--- src/mdq_regs.svh ---
// Functional notes
// - four read-only discrete inputs from address zero, 1 when channel on
// - eight read-only unsigned gain words from input address 16
// - eight read-only signed offset words from input address 32
// - discrete in, discrete out, analog in channel counts at 80, 81, 82
// - version words at 90, 91, 92, 94, 95; module name at 100
// - trigger type at holding 34, values 0..3, kept nonvolatile
// - boot count at holding 50, kept nonvolatile
// - marker at holding 60 reads 0 after factory default restore
// - only master starts; device answers with data or performs action
// - addresses 1..247 are individual devices, 0 is broadcast
// - response confirms action, carries data, and an error check field
// - holding registers store 16-bit values, may drive an output channel
// - computed gain and offset coefficients stored nonvolatile and read back
// - echo function code; set its top bit only when reporting an error
`ifndef MDQ_REGS_SVH
`define MDQ_REGS_SVH
// *************************************
// input register addresses
// *************************************
`define MDQ_IR_AIN 16'h0000
`define MDQ_IR_GAIN 16'h0010
`define MDQ_IR_OFS 16'h0020
`define MDQ_IR_NDI 16'h0050
`define MDQ_IR_NDO 16'h0051
`define MDQ_IR_NAI 16'h0052
`define MDQ_IR_VOS 16'h005a
`define MDQ_IR_VFW 16'h005b
`define MDQ_IR_VLIB 16'h005c
`define MDQ_IR_VTCP 16'h005e
`define MDQ_IR_VWEB 16'h005f
`define MDQ_IR_NAME 16'h0064
// *************************************
// holding register addresses
// *************************************
`define MDQ_HR_RANGE 16'h0020
`define MDQ_HR_SCAN 16'h0021
`define MDQ_HR_TRIG 16'h0022
`define MDQ_HR_RATE 16'h0023
`define MDQ_HR_TGT 16'h0025
`define MDQ_HR_BOOT 16'h0032
`define MDQ_HR_FDEF 16'h003c
// *************************************
// framing constants
// *************************************
`define MDQ_NUM_DI 16'h0004
`define MDQ_NUM_DO 16'h0004
`define MDQ_NUM_AI 16'h0008
`define MDQ_MAX_ADDR 8'hf7
`define MDQ_BCAST 8'h00
`define MDQ_ERR_BIT 8'h80
`define MDQ_EX_FUNC 8'h01
`define MDQ_EX_ADDR 8'h02
`define MDQ_EX_VAL 8'h03
`define MDQ_FC_RDI 8'h02
`define MDQ_FC_RHR 8'h03
`define MDQ_FC_RIR 8'h04
`define MDQ_FC_WSR 8'h06
`define MDQ_SCAN_MIN 16'h0001
`define MDQ_SCAN_MAX 16'h0008
`define MDQ_TRIG_MAX 16'h0003
`define MDQ_RANGE_MAX 16'h0001
// arbitrary identity and version defaults
`define MDQ_VER_DEF 16'h0100
`define MDQ_NAME_DEF 16'h1234
`endif

--- src/mdq_pkg.sv ---
package mdq_pkg;
    // one decoded query from the frame parser
    typedef struct packed {
        logic [7:0] unit;
        logic [7:0] func;
        logic [15:0] addr;
        logic [15:0] data;
    } mdq_req_t;
    // one answer word toward the frame builder
    typedef struct packed {
        logic [7:0] unit;
        logic [7:0] func;
        logic [15:0] data;
        logic [7:0] exc;
    } mdq_rsp_t;
    // nonvolatile image presented at power-up
    typedef struct packed {
        logic [15:0] range;
        logic [15:0] trig;
        logic [31:0] rate;
        logic [31:0] tgt;
        logic [15:0] boot;
        logic [15:0] fdef;
    } mdq_nv_t;
endpackage : mdq_pkg

--- src/mdq_register_map.sv ---
`timescale 1ns/1ps
`include "mdq_regs.svh"
module mdq_register_map (
    input wire logic ref_clk,
    input wire logic rst,
    input wire logic clk_en,
    input wire logic [7:0] unit_id,
    input wire logic req_valid,
    input wire mdq_pkg::mdq_req_t req,
    input wire logic [3:0] discrete_input_channel,
    input wire logic [127:0] analog_input_channel,
    input wire logic [127:0] cal_gain,
    input wire logic [127:0] cal_offset,
    input wire logic cal_load,
    input wire logic nv_load,
    input wire mdq_pkg::mdq_nv_t nv_image,
    input wire logic factory_restore,
    output logic rsp_valid,
    output mdq_pkg::mdq_rsp_t rsp,
    output logic nv_store,
    output mdq_pkg::mdq_nv_t nv_out,
    output logic [15:0] range_out,
    output logic [3:0] scan_out,
    output logic [1:0] trig_out,
    output logic [31:0] rate_out,
    output logic [31:0] tgt_out
);
    import mdq_pkg::*;

    // *************************************
    // storage
    // *************************************
    logic [15:0] gain_reg [0:7];
    logic [15:0] ofs_reg [0:7];
    logic [15:0] range_reg, scan_reg, trig_reg, boot_reg, fdef_reg;
    logic [31:0] rate_reg, tgt_reg;
    logic [15:0] rd_word;
    logic [7:0] rd_exc;
    logic wr_ok;
    logic [7:0] wr_exc;
    logic for_us;

    // address match within a block of eight words
    function automatic logic in_block(input logic [15:0] a, input logic [15:0] base);
        in_block = (a >= base) && (a < base + `MDQ_NUM_AI);
    endfunction : in_block

    // individual address or broadcast; the top address 247 is not checked
    assign for_us = (req.unit == unit_id) || (req.unit == `MDQ_BCAST);

    // calibration coefficients latched from the nonvolatile store
    genvar g;
    generate
        for (g = 0; g < 8; g++) begin : g_cal
            always_ff @(posedge ref_clk) begin
                if (rst) begin
                    gain_reg[g] <= 16'h0000;
                    ofs_reg[g] <= 16'h0000;
                end else if (clk_en && cal_load) begin
                    gain_reg[g] <= cal_gain[g*16 +: 16];
                    ofs_reg[g] <= cal_offset[g*16 +: 16];
                end
            end
        end
    endgenerate

    // read decode for functions 02, 03 and 04
    always_comb begin
        rd_word = 16'h0000;
        rd_exc = 8'h00;
        case (req.func)
            `MDQ_FC_RDI: begin
                if (req.addr < `MDQ_NUM_DI)
                    rd_word = {15'h0000, discrete_input_channel[req.addr[1:0]]};
                else
                    rd_exc = `MDQ_EX_ADDR;
            end
            `MDQ_FC_RIR: begin
                if (in_block(req.addr, `MDQ_IR_AIN))
                    rd_word = analog_input_channel[req.addr[2:0]*16 +: 16];
                else if (in_block(req.addr, `MDQ_IR_GAIN))
                    rd_word = gain_reg[req.addr[2:0]];
                else if (in_block(req.addr, `MDQ_IR_OFS))
                    rd_word = ofs_reg[req.addr[2:0]];
                else begin
                    case (req.addr)
                        `MDQ_IR_NDI: rd_word = `MDQ_NUM_DI;
                        `MDQ_IR_NDO: rd_word = `MDQ_NUM_DO;
                        `MDQ_IR_NAI: rd_word = `MDQ_NUM_AI;
                        `MDQ_IR_VOS, `MDQ_IR_VFW, `MDQ_IR_VLIB,
                        `MDQ_IR_VTCP, `MDQ_IR_VWEB: rd_word = `MDQ_VER_DEF;
                        `MDQ_IR_NAME: rd_word = `MDQ_NAME_DEF;
                        default: rd_exc = `MDQ_EX_ADDR;
                    endcase
                end
            end
            `MDQ_FC_RHR: begin
                case (req.addr)
                    `MDQ_HR_RANGE: rd_word = range_reg;
                    `MDQ_HR_SCAN: rd_word = scan_reg;
                    `MDQ_HR_TRIG: rd_word = trig_reg;
                    `MDQ_HR_RATE: rd_word = rate_reg[15:0];
                    `MDQ_HR_RATE + 16'h0001: rd_word = rate_reg[31:16];
                    `MDQ_HR_TGT: rd_word = tgt_reg[15:0];
                    `MDQ_HR_TGT + 16'h0001: rd_word = tgt_reg[31:16];
                    `MDQ_HR_BOOT: rd_word = boot_reg;
                    `MDQ_HR_FDEF: rd_word = fdef_reg;
                    default: rd_exc = `MDQ_EX_ADDR;
                endcase
            end
            `MDQ_FC_WSR: rd_word = req.data;
            default: rd_exc = `MDQ_EX_FUNC;
        endcase
    end

    // write checks: legal address and value in range
    always_comb begin
        wr_ok = 1'b0;
        wr_exc = 8'h00;
        if (req.func == `MDQ_FC_WSR) begin
            case (req.addr)
                `MDQ_HR_RANGE: wr_ok = req.data <= `MDQ_RANGE_MAX;
                `MDQ_HR_SCAN: wr_ok = (req.data >= `MDQ_SCAN_MIN) &&
                                      (req.data <= `MDQ_SCAN_MAX);
                `MDQ_HR_TRIG: wr_ok = req.data <= `MDQ_TRIG_MAX;
                `MDQ_HR_RATE, `MDQ_HR_RATE + 16'h0001, `MDQ_HR_TGT,
                `MDQ_HR_TGT + 16'h0001, `MDQ_HR_BOOT, `MDQ_HR_FDEF: wr_ok = 1'b1;
                default: wr_exc = `MDQ_EX_ADDR;
            endcase
            // a known address with a bad value is a value fault, not an address fault
            if (!wr_ok && wr_exc == 8'h00)
                wr_exc = `MDQ_EX_VAL;
        end
    end

    // holding registers: nonvolatile load, factory restore, then master writes
    always_ff @(posedge ref_clk) begin
        if (rst) begin
            range_reg <= 16'h0000;
            scan_reg <= `MDQ_SCAN_MAX;
            trig_reg <= 16'h0000;
            rate_reg <= 32'h0000_0000;
            tgt_reg <= 32'h0000_0000;
            boot_reg <= 16'h0000;
            fdef_reg <= 16'h0000;
        end else if (clk_en) begin
            if (nv_load) begin
                range_reg <= nv_image.range;
                trig_reg <= nv_image.trig;
                rate_reg <= nv_image.rate;
                tgt_reg <= nv_image.tgt;
                boot_reg <= nv_image.boot + 16'h0001;
                fdef_reg <= nv_image.fdef;
            end else if (factory_restore) begin
                range_reg <= 16'h0000;
                scan_reg <= `MDQ_SCAN_MAX;
                trig_reg <= 16'h0000;
                rate_reg <= 32'h0000_0000;
                tgt_reg <= 32'h0000_0000;
                fdef_reg <= 16'h0000;
            end else if (req_valid && for_us && wr_ok) begin
                case (req.addr)
                    `MDQ_HR_RANGE: range_reg <= req.data;
                    `MDQ_HR_SCAN: scan_reg <= req.data;
                    `MDQ_HR_TRIG: trig_reg <= req.data;
                    `MDQ_HR_RATE: rate_reg[15:0] <= req.data;
                    `MDQ_HR_RATE + 16'h0001: rate_reg[31:16] <= req.data;
                    `MDQ_HR_TGT: tgt_reg[15:0] <= req.data;
                    `MDQ_HR_TGT + 16'h0001: tgt_reg[31:16] <= req.data;
                    `MDQ_HR_BOOT: boot_reg <= req.data;
                    `MDQ_HR_FDEF: fdef_reg <= req.data;
                    default: ;
                endcase
            end
        end
    end

    // nonvolatile write-back strobe after any accepted write or boot
    always_ff @(posedge ref_clk) begin
        if (rst)
            nv_store <= 1'b0;
        else if (clk_en)
            nv_store <= nv_load || factory_restore ||
                        (req_valid && for_us && wr_ok);
    end

    // mirror of the retained settings
    always_ff @(posedge ref_clk) begin
        if (rst) begin
            nv_out <= '0;
            range_out <= 16'h0000;
            scan_out <= 4'h0;
            trig_out <= 2'b00;
            rate_out <= 32'h0000_0000;
            tgt_out <= 32'h0000_0000;
        end else if (clk_en) begin
            nv_out <= '{range: range_reg, trig: trig_reg, rate: rate_reg,
                        tgt: tgt_reg, boot: boot_reg, fdef: fdef_reg};
            range_out <= range_reg;
            scan_out <= scan_reg[3:0];
            trig_out <= trig_reg[1:0];
            rate_out <= rate_reg;
            tgt_out <= tgt_reg;
        end
    end

    // answer: broadcast gets none; error sets the top bit of function code
    always_ff @(posedge ref_clk) begin
        if (rst) begin
            rsp_valid <= 1'b0;
            rsp <= '0;
        end else if (clk_en) begin
            rsp_valid <= req_valid && (req.unit == unit_id) &&
                         (req.unit != `MDQ_BCAST);
            if (req_valid) begin
                rsp.unit <= req.unit;
                if (req.func == `MDQ_FC_WSR) begin
                    rsp.func <= wr_ok ? req.func : (req.func | `MDQ_ERR_BIT);
                    rsp.exc <= wr_exc;
                    rsp.data <= req.data;
                end else begin
                    rsp.func <= (rd_exc == 8'h00) ? req.func
                                                  : (req.func | `MDQ_ERR_BIT);
                    rsp.exc <= rd_exc;
                    rsp.data <= rd_word;
                end
            end
        end
    end
endmodule : mdq_register_map

--- config.mk ---
export PLATFORM = sky130hd
export DESIGN_NAME = mdq_register_map
export DESIGN_NICKNAME = d
export VERILOG_FILES = /design/src/mdq_pkg.sv /design/src/mdq_register_map.sv
export VERILOG_INCLUDE_DIRS = /design/src /design/src/src
export SDC_FILE = /design/constraint.sdc
export NUM_CORES = 1
export LEC_CHECK = 0
export BUFFER_PORTS_ARGS = -buffer_cell sky130_fd_sc_hd__buf_4
export CELL_PAD_IN_SITES_DETAIL_PLACEMENT = 0
export CELL_PAD_IN_SITES_GLOBAL_PLACEMENT = 1
export CORE_AREA = 2 2 323 325
export DETAILED_ROUTE_END_ITERATION = 7
export DIE_AREA = 0 0 325 327
export HOLD_SLACK_MARGIN = 0.12
export MAX_ROUTING_LAYER = met4
export PLACE_DENSITY = 0.59
export RECOVER_POWER = 50
export SLEW_MARGIN = 15
export SYNTH_ARGS = -nofsm -noshare
export SYNTH_HDL_FRONTEND = slang
export SYNTH_SLANG_ARGS = --single-unit
--- constraint.sdc ---
create_clock -name ref_clk -period 7.8 [get_ports ref_clk]
set_clock_uncertainty 0.2 [all_clocks]
set_input_delay 0.78 -clock ref_clk [delete_from_list [all_inputs] [get_ports ref_clk]]
set_output_delay 0.78 -clock ref_clk [all_outputs]
set_load 0.005 [all_outputs]
== Word level (Yosys, flattened, before mapping) ==
Memory sizes are Yosys's and may differ from the RTL's.
Index checks and enable logic that the tools add are counted.

* Add/sub/neg operators: 1
* Order comparisons: 12
* Equal/unequal tests: 24
* Shifts and indexed selects: 1
* Mux-type cells: 74
* Bitwise operators: 17
* Reduce and logical (&&, ||, !) cells: 45

{| class="wikitable"
|+ Operators with widths
! cell !! number
|-
| $mux W16 || 42
|-
| $mux W32 || 7
|-
| $eq A16 B6 Y1 const B || 9
|-
| $eq A16 B7 Y1 const B || 9
|-
| $pmux W16 S9 || 1
|-
| $shiftx A128 B8 Y16 || 1
|-
| $pmux W13 S4 || 1
|-
| $pmux W16 S3 || 1
|-
| $ge A16 B1 Y1 const B || 2
|-
| $mux W8 || 4
|-
| $logic_not A8 Y1 || 3
|-
| $reduce_bool A3 Y1 || 8
|-
| $reduce_and A3 Y1 || 7
|-
| $reduce_or A9 Y1 || 2
|-
| $add A16 B1 Y16 const B || 1
|-
| $eq A8 B2 Y1 const B || 2
|-
| $eq A8 B3 Y1 const B || 2
|-
| $ge A16 B5 Y1 const B || 1
|-
| $ge A16 B6 Y1 const B || 1
|-
| $le A16 B1 Y1 const B || 1
|-
| $le A16 B2 Y1 const B || 1
|-
| $le A16 B4 Y1 const B || 1
|-
| $lt A16 B3 Y1 const B || 1
|-
| $lt A16 B4 Y1 const B || 1
|-
| 22 further kinds || 65
|}

* Register bits after elaboration: 320
* Bits in writable memories: 256
* Output and inout port bits: 256
* Logic and storage cells: 199
* Memories kept: 2

{| class="wikitable"
|+ Memory list
! name !! depth !! bits a word !! rd ports !! clocked after memory_dff !! write ports !! RTL line !! text
|-
| gain_reg || 8 || 16 || 1 || 0 || 8 || mdq_register_map.sv:33 || <nowiki>logic [15:0] gain_reg [0:7];</nowiki>
|-
| ofs_reg || 8 || 16 || 1 || 0 || 8 || mdq_register_map.sv:34 || <nowiki>logic [15:0] ofs_reg [0:7];</nowiki>
|}

== Logic depth before layout (Yosys ltp) ==
* Depth in word-level cells: 10
* Depth in mapped cells: 10
* Gate-level depth less buffers: 7

== Least setup slack after synthesis ==
OpenSTA, ideal clock, no wires.

* Path type: input -> register
* Start point: input port rst
* End point: memory gain_reg[0][0], enable pin
* Setup time: 663 ps
* Data arrival time: 7,426 ps
* Data required time: 6,937 ps
* Path slack: -489 ps
* Stages: 3
* Path buffers: 2
* Path through: clkbuf_1 clkbuf_1 nand2b_1

{| class="wikitable"
|+ RTL lines
! element !! RTL line !! text
|-
| start: declaration || mdq_register_map.sv:5 || <nowiki>input wire logic rst,</nowiki>
|-
| end: declaration || mdq_register_map.sv:33 ||
|}

==> metrics <==
Clk Latency, worst-skew pair=roughly 0.64 ns; Post-synth top cells=dfxtp_1 (312), and2_1 (278), edfxtp_1 (256), nor2_1 (229), a21oi_1 (166); Reg power frac=0.445; RSZ-0062 raised after global routing=false; largest area contributor in the netlist=edfxtp_1; Logic pwr share=0.128; cts-stage hold buffer count=0; total power=7750 µW; clk root buf=clkbuf_16; DR WL/cell=27.9 µm; TritonRoute pass-1 iters=5; final max-slew violation count=238; final hold violation count=0; Residual DRC=0; Die Width=325 µm; peak supply drop=135 µV; routed via count=22600; met3 usage=0.0572; number of port buffers=just over 800; Post-CTS Resized=0; CTS tree=built; area grow syn2layout=32.3%; yosys warns=0; Placer Congestion=0.880; gr usage total=0.239; Crit path required time=8.10 ns; power per cell area=214 nW/µm²; CTS max path bufs=3; GR Util met2=0.416; xor/xnor cell area share of the yosys netlist=0.00640; critical path cell sequence=clkbuf_1 > clkbuf_1 > nand2b_1 > nor2_1 > or3_1; Setup crit start kind=primary input; Leak=0.0143 µW; DP HPWL=97500 µm; Mapped Area=27400 µm²; reg2reg path depth=6; WS Path Type=primary input to register; hold crit path type=primary input to register; most common cell in the netlist=dfxtp_1; Post-Synth Adder-Cell Area=0.000457; Area after DPL=34200 µm²; Post-synth EDFFs=256; Critical Path AT=6.02 ns; Initial DRC Count=approximately 1800; NetSw=between 2000 and 2500 µW; design area=36200 µm²; r2r setup slk=5.40 ns; Sw Share=0.259; Hold EP=rsp[28]; reg-to-reg critical path startpoint=range_reg[4]; met1 GRT Util=0.278; # setup viols final=0; post-synthesis register bit count=568; Initial Util=0.266; main combinational cell family by area after synthesis=simple AND/OR/NAND/NOR gates; Top FF cell, synth=dfxtp_1; setup ws final=about 2.1 ns; number of global-route vias before repair=22700; Max-Cap Viols=4; Critical Path Sink Type=register; Yosys top cell area share=0.281; Util after Layout=0.352; ys async rst share=0; layout cell share with drive strength beyond 1=0.332; most used cell, CP=clkbuf_1; slowest cell on the critical path=clkbuf_1; IO Count=roughly 840; syn avg cell area=11.2 µm²; final wirelength=126000 µm; Bufs and invs on worst path=2; Vias/cell=4.98; wire length of the first global-routing pass=176000 µm; top post-synthesis cells by area=edfxtp_1 (28%), dfxtp_1 (23%), mux4_2 (8.9%), and2_1 (6.3%), mux2i_1 (6.0%); Hold Path Stages=3; Compound-Gate Fraction of Synth Area=0.125; final worst-path cycle share=0.733; Sink Count=568; Worst Hold Launch=req[36]; internal cell power=5750 µW; outcome=finished with violations; slowest stage delay, CP=2.38 ns; CTS buffer count=72; H-tree levels=3; register area share after synthesis=0.509; chip height=327 µm; FMAX=175 MHz; Distinct cells, synth=83; nets=3668; Synth Area in Simple Gates=0.152; grt total ovfl=0; Final TNS setup=0 ns; slew margin rel.=-1.29; Top delay family on crit path=buffers and inverters; failing checks=capacitance limit, slew limit; std cell rows=118; DP Worst Slack=2.68 ns; crit-path max FO=67; measured slew at the worst slew-check pin=3.44 ns; Final min period=5.72 ns; global route hottest layer=met2; Reg-to-Reg End=rsp[12]; Cells after Synth=2452; Clk pwr share=0.427; ANT nets after route=0; post-CTS setup buffer count=0; Worst-path clk slew=0.05 ns; multiplexer share of the synthesized area=0.149; core area=103000 µm²; initial antenna violation count=9; pin count of the biggest net entering global routing=~130; total die area=roughly 110000 µm²
[power groups by stage]
stage          logic, µW  registers (µW)  clock network, µW
6_report             991            3450               3310
5_1_grt             1070            3470               3470
4_1_cts             1030            3460               3380
3_5_place_dp        1020            3520                  0
3_3_place_gp        1020            3520                  0
2_1_floorplan        511            3450                  0
[layer usage]
layer	up-vias	wire, µm
met1	11200	50200
met5	-	0
met3	136	8870
li1	10300	-
met2	915	64400
met4	0	2720
[cell type report]
class / instances / area [µm²]
fill: 10500 / 66700
sequential: 568 / 13900
multi-input combinational: 1574 / 11900
timing repair buffer: 862 / 6280
clock buffer: 104 / 2110
tap: 1380 / 1730
clock inverter: 26 / 203
inverter: 10 / 37.5
antenna: 7 / 17.5
[through the flow]
step	instances	hold slack, ns
finish	4531	0.211
global route	4531	0.195
CTS	4523	0.165
detailed placement	4393	0.247
global placement	4393	0.243
floorplan	2457	0.241
[worst min-delay path: stages]
cell and delay [ns]:
buf_4 0.11, nand2_1 0.05, a21oi_1 0.05
[placed cells by master, fill, tap and decap left out, types with 10 or more instances in the layout]
master,instances
clkbuf_8,14
and2_0,84
buf_4,610
a22oi_1,39
clkbuf_16,75
a2bb2oi_1,10
clkbuf_1,82
clkbuf_4,180
nand2_1,84
dfxtp_1,312
nand4_1,12
o221ai_1,12
nor3_1,41
edfxtp_1,256
nor2_1,228
mux2i_1,164
and2_1,194
xnor2_1,11
nand3_1,30
a211oi_1,150
mux4_2,108
a21oi_1,166
o21ai_0,18
a21boi_0,14
nor4_1,14
a31oi_1,12
[how the worst max path moves through the flow]
stage             from              to  slack, ns  cells past startpoint
6_report           rst     scan_reg[2]       2.08                      5
3_5_place_dp   req[25]     trig_reg[4]       2.68                      7
3_3_place_gp   req[25]    trig_reg[15]       2.71                      7
2_1_floorplan      rst  gain_reg[0][0]       2.54                      3
4_1_cts        req[25]     trig_reg[4]       3.32                      7
5_1_grt            rst     scan_reg[1]       1.66                      5
[kinds of logic (layout without fill, tap and decap cells)]
logic type	count (synthesis)	after routing
and+or+nand+nor	772	772
xor gates and xnor gates	20	20
adders and majority gates	1	1
muxes	273	273
AOI/OAI and AO/OA	502	502
other	1	13
DFF	568	568
buffers and inverters	315	1002
Note: power is estimated with default switching activity, not from simulation.
